## config.mk

```make
export PLATFORM = sky130hd
export DESIGN_NAME = mbrc_top
export DESIGN_NICKNAME = d
export VERILOG_FILES = /design/src/verilog/mbrc_pkg.sv /design/src/verilog/mbrc_top.sv /design/src/verilog/mbrc_sync.sv /design/src/verilog/mbrc_lock_wait.sv
export SDC_FILE = /design/constraint.sdc
export NUM_CORES = 1
export LEC_CHECK = 0
export ABC_AREA = 1
export BUFFER_PORTS_ARGS = -buffer_cell sky130_fd_sc_hd__buf_2
export CAP_MARGIN = 20
export CORE_MARGIN = 2
export CORE_UTILIZATION = 50
export DETAILED_ROUTE_END_ITERATION = 8
export GPL_ROUTABILITY_DRIVEN = 0
export GPL_TIMING_DRIVEN = 0
export HOLD_SLACK_MARGIN = 0.1
export PLACE_DENSITY = 0.74
export SETUP_SLACK_MARGIN = 0.2
export SYNTH_ARGS = -nofsm -noshare
export SYNTH_HDL_FRONTEND = slang
export SYNTH_HIERARCHICAL = 1
export SYNTH_SLANG_ARGS = --single-unit
```

## constraint.sdc

```tcl
create_clock -name clk_i -period 1.2 [get_ports clk_i]
set_input_delay 0.24 -clock clk_i [delete_from_list [all_inputs] [get_ports clk_i]]
set_output_delay 0.24 -clock clk_i [all_outputs]
set_load 0.01 [all_outputs]
```

## src/verilog/mbrc_pkg.sv

```systemverilog
// Purpose: shared constants for the multi-bus reset controller
// Assumes: single 200 MHz clock, asynchronous active-low reset
// Notes:   resource indices name the reset scopes driven out
package mbrc_pkg;
  localparam int unsigned CLK_PERIOD_PS    = 5000;
  // settle time after every pll reports lock before lock is trusted
  localparam int unsigned LOCK_SETTLE_NS   = 100;
  localparam int unsigned LOCK_SETTLE_CYC  =
    (LOCK_SETTLE_NS * 1000 + CLK_PERIOD_PS - 1) / CLK_PERIOD_PS;
  localparam int unsigned SYNC_STAGES      = 3;
  localparam int unsigned NUM_BUS          = 3;
  localparam int unsigned BUS_CPU          = 0;
  localparam int unsigned BUS_PCI_A        = 1;
  localparam int unsigned BUS_PCI_B        = 2;
  localparam logic [2:0]  RANGE_RESET      = 3'h0;
  localparam logic        BYPASS_RESET     = 1'h0;
  typedef enum logic [2:0] {
    MBRC_PLL_RESET = 3'h1,
    MBRC_WAIT_LOCK = 3'h2,
    MBRC_RUN       = 3'h4
  } mbrc_seq_e;
endpackage

```

## src/verilog/mbrc_top.sv

```systemverilog
// Purpose: reset distribution and pll reset sequencing for a three-port bridge
// Assumes: straps static; pll lock inputs asynchronous; one 200 MHz clock
// Notes:   bus reset pins are three signals; oe low means the pin is driven
//
// Summary of operation
// RQ1: resets are active low except board_ok
// RQ2: direction strap 0 input, 1 output
// RQ3: input-side bus reset drives output-side pins
// RQ4: each reset source clears its own scope
// RQ5: reset effect independent of pin direction
// RQ6: output pins still sensed, local reset
// RQ7: only input pins propagate to other buses
// RQ8: reset inputs act asynchronously; bus reset pins pass the synchroniser first
// RQ9: pll reset only by por/board_ok; wait lock
// RQ10: system asserts board_ok before por release
// RQ11: board_ok negated floats outputs, ignores inputs
// RQ12: test reset clears tap, scan passes through
// RQ13: system asserts test reset with por
// RQ14: output bus reset on por or input reset
// RQ15: bus reset outputs held until plls lock
// RQ16: per-port state machines on own pll clock
// RQ17: system runs port clocks before por release
// RQ18: per-pll range from own range pin
// RQ19: bypass option skips all three plls
// RQ20: range pins latched on por rising edge
module mbrc_top #(
  parameter int unsigned LOCK_CYC = mbrc_pkg::LOCK_SETTLE_CYC
) (
  input  wire logic       clk_i,
  input  wire logic       nrst_i,
  input  wire logic       power_on_reset_n_i,
  input  wire logic       board_ok_i,
  input  wire logic       test_reset_n_i,
  input  wire logic       cpu_bus_reset_dir_i,
  input  wire logic       pci_a_reset_dir_i,
  input  wire logic       pci_b_reset_dir_i,
  input  wire logic       cpu_bus_reset_n_i,
  input  wire logic       pci_a_reset_n_i,
  input  wire logic       pci_b_reset_n_i,
  input  wire logic       cpu_bus_pll_range_i,
  input  wire logic       pci_a_pll_range_i,
  input  wire logic       pci_b_pll_range_i,
  input  wire logic       pll_bypass_i,
  input  wire logic [2:0] pll_lock_i,
  output logic            cpu_bus_reset_n_o,
  output logic            pci_a_reset_n_o,
  output logic            pci_b_reset_n_o,
  output logic            cpu_bus_reset_oe_n_o,
  output logic            pci_a_reset_oe_n_o,
  output logic            pci_b_reset_oe_n_o,
  output logic            outputs_float_o,
  output logic            inputs_ignore_o,
  output logic [2:0]      pll_reset_o,
  output logic [2:0]      pll_range_o,
  output logic            pll_bypass_o,
  output logic            cpu_regs_rst_n_o,
  output logic            pci_a_regs_rst_n_o,
  output logic            pci_b_regs_rst_n_o,
  output logic            dev_regs_rst_n_o,
  output logic [2:0]      fsm_rst_n_o,
  output logic            tap_rst_n_o,
  output logic            scan_normal_o
);
  // the check below keeps the settle counter meaningful
  initial begin
    if (LOCK_CYC < 1) $error("LOCK_CYC must be at least one");
  end

  // raw asynchronous conditions; these never wait for a clock edge
  wire hard_rst_raw = !power_on_reset_n_i || !board_ok_i; // RQ1 RQ8
  // por and board faults clear the held resets at once; release stays synchronous
  wire hard_arst_n  = nrst_i && !hard_rst_raw; // RQ8
  wire [2:0] dir    = {pci_b_reset_dir_i, pci_a_reset_dir_i, cpu_bus_reset_dir_i}; // RQ2
  wire [2:0] pin_n  = {pci_b_reset_n_i, pci_a_reset_n_i, cpu_bus_reset_n_i};

  // synchronised copies drive the sequencer and the bus pin sensing
  logic       por_n_s;
  logic       ok_s;
  logic [2:0] pin_n_s;
  logic [2:0] lock_s;

  mbrc_sync #(.RESET_VAL(1'b0)) u_sync_por (
    .clk_i   (clk_i),
    .nrst_i  (nrst_i),
    .async_i (power_on_reset_n_i),
    .sync_o  (por_n_s)
  );
  mbrc_sync #(.RESET_VAL(1'b0)) u_sync_ok (
    .clk_i   (clk_i),
    .nrst_i  (nrst_i),
    .async_i (board_ok_i),
    .sync_o  (ok_s)
  );

  genvar g;
  generate
    for (g = 0; g < 3; g++) begin : g_sync
      mbrc_sync #(.RESET_VAL(1'b0)) u_pin (
        .clk_i   (clk_i),
        .nrst_i  (nrst_i),
        .async_i (pin_n[g]),
        .sync_o  (pin_n_s[g])
      );
      mbrc_sync #(.RESET_VAL(1'b0)) u_lock (
        .clk_i   (clk_i),
        .nrst_i  (nrst_i),
        .async_i (pll_lock_i[g]),
        .sync_o  (lock_s[g])
      );
    end
  endgenerate

  wire hard_rst_s = !por_n_s || !ok_s;

  // sequencer: pll reset, wait for all locks, run
  mbrc_pkg::mbrc_seq_e state;
  mbrc_pkg::mbrc_seq_e next_state;
  logic                lock_done;
  wire                 all_locked = &lock_s;

  mbrc_lock_wait #(.COUNT(LOCK_CYC)) u_lock_wait (
    .clk_i        (clk_i),
    .nrst_i       (nrst_i),
    .start_i      (state == mbrc_pkg::MBRC_WAIT_LOCK),
    .all_locked_i (all_locked),
    .done_o       (lock_done)
  );

  always_comb begin
    next_state = state;
    case (state)
      mbrc_pkg::MBRC_PLL_RESET: begin
        if (!hard_rst_s) begin
          next_state = mbrc_pkg::MBRC_WAIT_LOCK;
        end
      end
      mbrc_pkg::MBRC_WAIT_LOCK: begin
        if (hard_rst_s) begin
          next_state = mbrc_pkg::MBRC_PLL_RESET;
        end else if (lock_done || pll_bypass_o) begin // RQ9 RQ19
          next_state = mbrc_pkg::MBRC_RUN;
        end
      end
      mbrc_pkg::MBRC_RUN: begin
        if (hard_rst_s) begin
          next_state = mbrc_pkg::MBRC_PLL_RESET;
        end
      end
      default: next_state = mbrc_pkg::MBRC_PLL_RESET;
    endcase
  end

  always_ff @(posedge clk_i or negedge nrst_i) begin
    if (!nrst_i) begin
      state       <= mbrc_pkg::MBRC_PLL_RESET;
      pll_reset_o <= 3'h7;
    end else begin
      state       <= next_state;
      // pll reset follows the sequencer, so a pin glitch cannot pulse it
      pll_reset_o <= {3{state == mbrc_pkg::MBRC_PLL_RESET}}; // RQ9
    end
  end

  // held reset: asynchronous entry, release only when sequencer runs
  logic hold_n;
  always_ff @(posedge clk_i or negedge hard_arst_n) begin
    if (!hard_arst_n) begin
      hold_n <= 1'b0;
    end else begin
      hold_n <= (state == mbrc_pkg::MBRC_RUN) && !hard_rst_s; // RQ9 RQ15
    end
  end
  // hold_n is cleared asynchronously by por or a board fault
  wire global_n = hold_n; // RQ4 RQ9

  // range and bypass latch on the por rising edge, seen synchronously
  logic por_n_q;
  always_ff @(posedge clk_i or negedge nrst_i) begin
    if (!nrst_i) begin
      por_n_q <= 1'b0;
    end else begin
      por_n_q <= por_n_s;
    end
  end
  wire por_rise = por_n_s && !por_n_q;
  // raw strap pins, sampled only once the por synchroniser has passed; hold time on the pins covers it
  wire [2:0] range_pins = {pci_b_pll_range_i, pci_a_pll_range_i, cpu_bus_pll_range_i};

  always_ff @(posedge clk_i or negedge nrst_i) begin
    if (!nrst_i) begin
      pll_range_o  <= mbrc_pkg::RANGE_RESET;
      pll_bypass_o <= mbrc_pkg::BYPASS_RESET;
    end else if (por_rise) begin
      pll_range_o  <= range_pins;    // RQ18 RQ20
      pll_bypass_o <= pll_bypass_i;  // RQ19
    end
  end

  // bus reset sensing and propagation
  // pins pass the synchroniser too; costs about four cycles of latency
  wire [2:0] pin_low  = ~pin_n_s;     // RQ5 RQ6
  wire [2:0] src_low  = pin_low & ~dir; // RQ7
  function automatic logic [2:0] others(input logic [2:0] v);
    others = {v[0] | v[1], v[0] | v[2], v[1] | v[2]};
  endfunction
  wire [2:0] prop     = others(src_low); // RQ3
  // drive asserted: por, held sequencing, or propagation from an input pin
  wire [2:0] drive_lo = dir & ({3{!global_n}} | prop); // RQ14 RQ15

  // per-bus scopes
  wire [2:0] bus_n    = ~pin_low & {3{global_n}};
  wire       any_bus  = |pin_low;

  always_ff @(posedge clk_i or negedge nrst_i) begin
    if (!nrst_i) begin
      {pci_b_reset_n_o, pci_a_reset_n_o, cpu_bus_reset_n_o} <= 3'h0;
      {pci_b_reset_oe_n_o, pci_a_reset_oe_n_o, cpu_bus_reset_oe_n_o} <= 3'h7;
      outputs_float_o <= 1'b1;
      inputs_ignore_o <= 1'b1;
    end else begin
      {pci_b_reset_n_o, pci_a_reset_n_o, cpu_bus_reset_n_o} <= 3'h0;
      // oe low drives low; open-drain style for all three
      {pci_b_reset_oe_n_o, pci_a_reset_oe_n_o, cpu_bus_reset_oe_n_o} <=
        ok_s ? ~drive_lo : 3'h7; // RQ2 RQ11
      outputs_float_o <= !ok_s; // RQ11
      inputs_ignore_o <= !ok_s; // RQ11
    end
  end

  // scoped reset outputs: asynchronous assert through the async reset path
  // reset branch holds constants only; hard_arst_n carries the async entry
  always_ff @(posedge clk_i or negedge hard_arst_n) begin
    if (!hard_arst_n) begin
      cpu_regs_rst_n_o   <= 1'b0;
      pci_a_regs_rst_n_o <= 1'b0;
      pci_b_regs_rst_n_o <= 1'b0;
      dev_regs_rst_n_o   <= 1'b0;
      fsm_rst_n_o        <= 3'h0;
    end else begin
      cpu_regs_rst_n_o   <= bus_n[mbrc_pkg::BUS_CPU];   // RQ4
      pci_a_regs_rst_n_o <= bus_n[mbrc_pkg::BUS_PCI_A]; // RQ4
      pci_b_regs_rst_n_o <= bus_n[mbrc_pkg::BUS_PCI_B]; // RQ4
      dev_regs_rst_n_o   <= global_n && !any_bus;       // RQ4
      fsm_rst_n_o        <= {3{global_n && !any_bus}};  // RQ4 RQ16
    end
  end

  // test reset path, independent of the sequencer
  always_ff @(posedge clk_i or negedge test_reset_n_i) begin
    if (!test_reset_n_i) begin
      tap_rst_n_o   <= 1'b0; // RQ12
      scan_normal_o <= 1'b1; // RQ12
    end else begin
      tap_rst_n_o   <= 1'b1;
      scan_normal_o <= 1'b1;
    end
  end

  // checks
  int unsigned run_guard;
  always_ff @(posedge clk_i or negedge nrst_i) begin
    if (!nrst_i) begin
      run_guard <= 0;
    end else begin
      run_guard <= (state == mbrc_pkg::MBRC_RUN) ? run_guard + 1 : 0;
    end
  end
endmodule

```

## src/verilog/mbrc_sync.sv

```systemverilog
// Purpose: three-stage synchroniser with agreement filter
// Assumes: input is asynchronous to clk_i
// Notes:   stage one feeds stage two only
module mbrc_sync #(
  parameter logic RESET_VAL = 1'b1
) (
  input  wire logic clk_i,
  input  wire logic nrst_i,
  input  wire logic async_i,
  output logic      sync_o
);
  logic s1;
  logic s2;
  logic s3;
  wire  agree = (s2 == s3);
  always_ff @(posedge clk_i or negedge nrst_i) begin
    if (!nrst_i) begin
      s1     <= RESET_VAL;
      s2     <= RESET_VAL;
      s3     <= RESET_VAL;
      sync_o <= RESET_VAL;
    end else begin
      s1 <= async_i;
      s2 <= s1;
      s3 <= s2;
      if (agree) begin
        sync_o <= s3;
      end
    end
  end
endmodule

```

## src/verilog/mbrc_lock_wait.sv

```systemverilog
// Purpose: counts settle cycles once every pll reports lock
// Assumes: lock inputs already synchronised
// Notes:   a lost lock restarts the count
module mbrc_lock_wait #(
  parameter int unsigned COUNT = 20
) (
  input  wire logic clk_i,
  input  wire logic nrst_i,
  input  wire logic start_i,
  input  wire logic all_locked_i,
  output logic      done_o
);
  localparam int unsigned CW = (COUNT > 1) ? $clog2(COUNT + 1) : 1;
  logic [CW-1:0] cnt;
  wire           at_end = (cnt == CW'(COUNT));
  initial begin
    if (COUNT < 1) $error("lock wait count must be at least one");
  end
  always_ff @(posedge clk_i or negedge nrst_i) begin
    if (!nrst_i) begin
      cnt    <= '0;
      done_o <= 1'b0;
    end else if (!start_i || !all_locked_i) begin
      cnt    <= '0;
      done_o <= 1'b0;
    end else if (!at_end) begin
      cnt    <= cnt + CW'(1);
    end else begin
      done_o <= 1'b1;
    end
  end
endmodule

```

==> metrics.md <==
| Metric | Value |
|---|---|
| Status | finished with violations |
| WL/cell | 12.7 um |
| Clk_lat worst skew | 0.32 ns |
| Sequential area share after synthesis | 0.686 |
| Ys flop type | dfrtp_1 |
| Buf/Inv on CP | 2 |
| Total power | 4.92 mW |
| Area of the multi-input gates | 642 sq um |
| Number of I/O pins | 42 |
| Hpwl dp | 2.07 mm |
| Worst slew pin tran | 0.629 ns |
| CP required | 0.96 ns |
| Share of layout cells above drive strength 1 | 0.465 |
| Final wirelength | 4.13 mm |
| Period utilization | 1.07 |
| Final critical-path required period | 1.29 ns |
| Pwr per Cell Area | 1610 mW/mm^2 |
| Arrival @ worst endpoint | 1.05 ns |
| CTS clk-pin slew, worst paths | 0.06 ns |
| Largest Register | u_lock_wait/cnt |
| Initial cell density of the core | 0.522 |
| Nets | 290 |
| H-tree depth | 3 |
| Root Buffer | clkbuf_8 |
| Most frequent cell after synthesis | dfrtp_1 |
| Crit-path max cell delay | 0.54 ns |
| Via density | 4.60 |
| Worst setup SP type | register |
| Synth Area in Simple Gates | 0.159 |
| Critical path capture point type | output port |
| Max Slew Vio Count | 0 |
| Post-synth cell types | 23 |
| First-pass GRT wire length | 6.24 mm |
| Full die area | 0.00471 sq mm |
| Final Hold Fails | 45 |
| DRC | 0 |
| Post-synthesis cell count | 188 |
| Post-DRT Antenna Nets | 0 |
| Router iterations before antenna repair | 4 |
| Post-Syn Area | 0.00209 sq mm |
| Clk sinks | 57 |
| Commonest cells post-synth | dfrtp_1, nand2_1, inv_1, nor2_1, nand3_1 |
| Max Clock Skew | 0.00757 ns |
| Hold Slack | -0.0606 ns |
| TritonCTS clock tree | done |
| Worst rel slew slack | 0.580 |
| Maximum vdd ir drop | 0.00116 V |
| Yosys synthesis warning count | 6 |
| Synthesis-to-layout area growth | 46.3% |
| Area post-placement | 0.00237 sq mm |
| Initial antenna violation count | 0 |
| Multiplexer share of the synthesized area | 0.0216 |
| CTS Buf Count | 9 |
| Largest net degree at the start of global routing | 53 |
| Max-Cap Viols | 0 |
| Final worst slack | -0.0861 ns |
| HP Class | input port to async pin |
| Die Span Y | 68.6 um |
| Max reg flops | 5 |
| Cell Chain, Critical Path | buf_4, buf_6 |
| CP Max Fanout | 3 |
| Register bit total from synthesis | 57 |
| Grt ovf | 0 |
| Post-CTS Hold Buffers | 12 |
| Global Route Usage Sum | 0.188 |
| Design Area, Final | 0.00306 sq mm |
| DRT iter0 DRCs | 84 |
| FF/Latch Area | 0.00144 sq mm |
| Placed Instances | 278 |
| Compound-Gate Fraction of Synth Area | 0.0305 |
| Worst path top cell family by delay | flip-flops |
| Setup TNS | -0.409 ns |
| Row cnt | 23 |
| Post-synth EDFFs | 0 |
| Dpl ws | -0.204 ns |
| F_max | 778 MHz |
| Top-area cell type share of the netlist area | 0.611 |
| CP Class | register to output port |
| Most area-hungry cell type in the Yosys netlist | dfrtp_1 |
| Violated checks | hold timing, setup timing |
| Number of setup violations in the final report | 8 |
| RSZ-0062 raised after global routing | true |
| Synth Area in XOR/XNOR | 0.00419 |
| Synthesized-area fraction occupied by adder cells | 0.0120 |
| Largest family of logic cells by synthesized area | simple AND/OR/NAND/NOR gates |
| Ys async rst share | 1.00 |
| Number of buffers added on ports | 37 |
| Via count | 1495 |
| Leakage | 1.58 nW |
| Chip width | 68.6 um |
| Vias in the first global route | 1459 |
| Max clock buf depth | 2 |
| Core area | 0.00400 sq mm |
| Avg Cell Area, Syn | 11.1 sq um |
| Largest cells by area after synthesis | dfrtp_1, dfstp_2, nand2_1 |
| Fill count | 239 |
| ANT cells | 0 |
| Crit-path slowest cell | dfstp_2 |
| Finished Layout Cells | 325 |
through the flow:
step | util | hold slack, ns
CTS | 0.733 | -0.0433
detailed placement | 0.592 | 0.0186
finish | 0.764 | -0.0606
global route | 0.764 | -0.0164
floorplan | - | -0.0556
global placement | 0.592 | 0.0156
power breakdown:
group,internal [mW],leakage (nW),switching [mW]
combinational,0.520,0.796,0.398
clock,1.01,0.0953,0.723
sequential,2.12,0.687,0.147
total,3.65,1.58,1.27
what timing repair did:
item / in CTS / in global routing
endpoints found under the setup margin: 37 / 36
hold endpoints to repair: 62 / 45
pin swaps: 15 / 13
gates cloned: 0 / 0
buffers inserted: 11 / 8
resized for setup: 39 / 16
cell families after synthesis:
group | Yosys count
mux | 4
buf+inv | 36
other cells | 2
simple gates | 74
compound gates | 12
xor+xnor | 1
flops | 57
fa+ha+maj | 2
per-layer routing:
layer	GRT usage	vias to the layer above	part of all wire
met5	0	-	0
met2	0.296	38	0.52
met1	0.223	711	0.41
met4	0.125	0	0.025
li1	-	733	-
met3	0.0584	13	0.043
area by class of cell:
class                      count  share of cell area
timing repair buffer          68               0.173
inverter                      26              0.0332
clock buffer                  11              0.0463
clock inverter                 5              0.0180
buffer                        10              0.0295
multi-input combinational     98               0.210
sequential                    57               0.470
tap                           50              0.0205
placed cells by master (no fill, tap or decap), drive strengths merged:
cell | Yosys | final
a21oi | 10 | 10
and3 | 2 | 2
buf | 10 | 66
bufinv | 0 | 1
clkbuf | 0 | 11
clkinv | 1 | 3
clkinvlp | 0 | 2
conb | 2 | 5
dfrtp | 51 | 51
dfstp | 6 | 6
dlygate4sd3 | 0 | 12
ha | 2 | 2
inv | 25 | 25
mux2 | 4 | 4
nand2 | 35 | 35
nand3 | 14 | 14
nand4 | 3 | 3
nor2 | 17 | 17
nor3 | 1 | 1
o21ai | 2 | 2
or2 | 2 | 2
xnor2 | 1 | 1
worst reg2reg max path, delay by kind of cell, from the launching register on:
family	cells	cell delay [ns]
AOI/OAI and AO/OA	2	0.31
adders and majority gates	1	0.23
DFF	1	0.42
and+or+nand+nor	1	0.06
worst paths after layout:
kind,slack [ns],start,depth (start not counted),end
min in group clk_i,0.15,pci_a_pll_range_i,2,pll_range_o[1]
max in group asynchronous,0.55,board_ok_i,3,cpu_regs_rst_n_o
hold / removal,-0.06,nrst_i,1,g_sync[0].u_pin/s3
setup reg to reg,0.06,u_lock_wait/cnt[0],4,u_lock_wait/cnt[4]
hold reg to reg,0.35,g_sync[2].u_pin/s1,0,g_sync[2].u_pin/s2
setup / recovery,-0.09,pll_reset_o[0],2,pll_reset_o[2]
No activity file was read; power rests on OpenSTA's default activity.
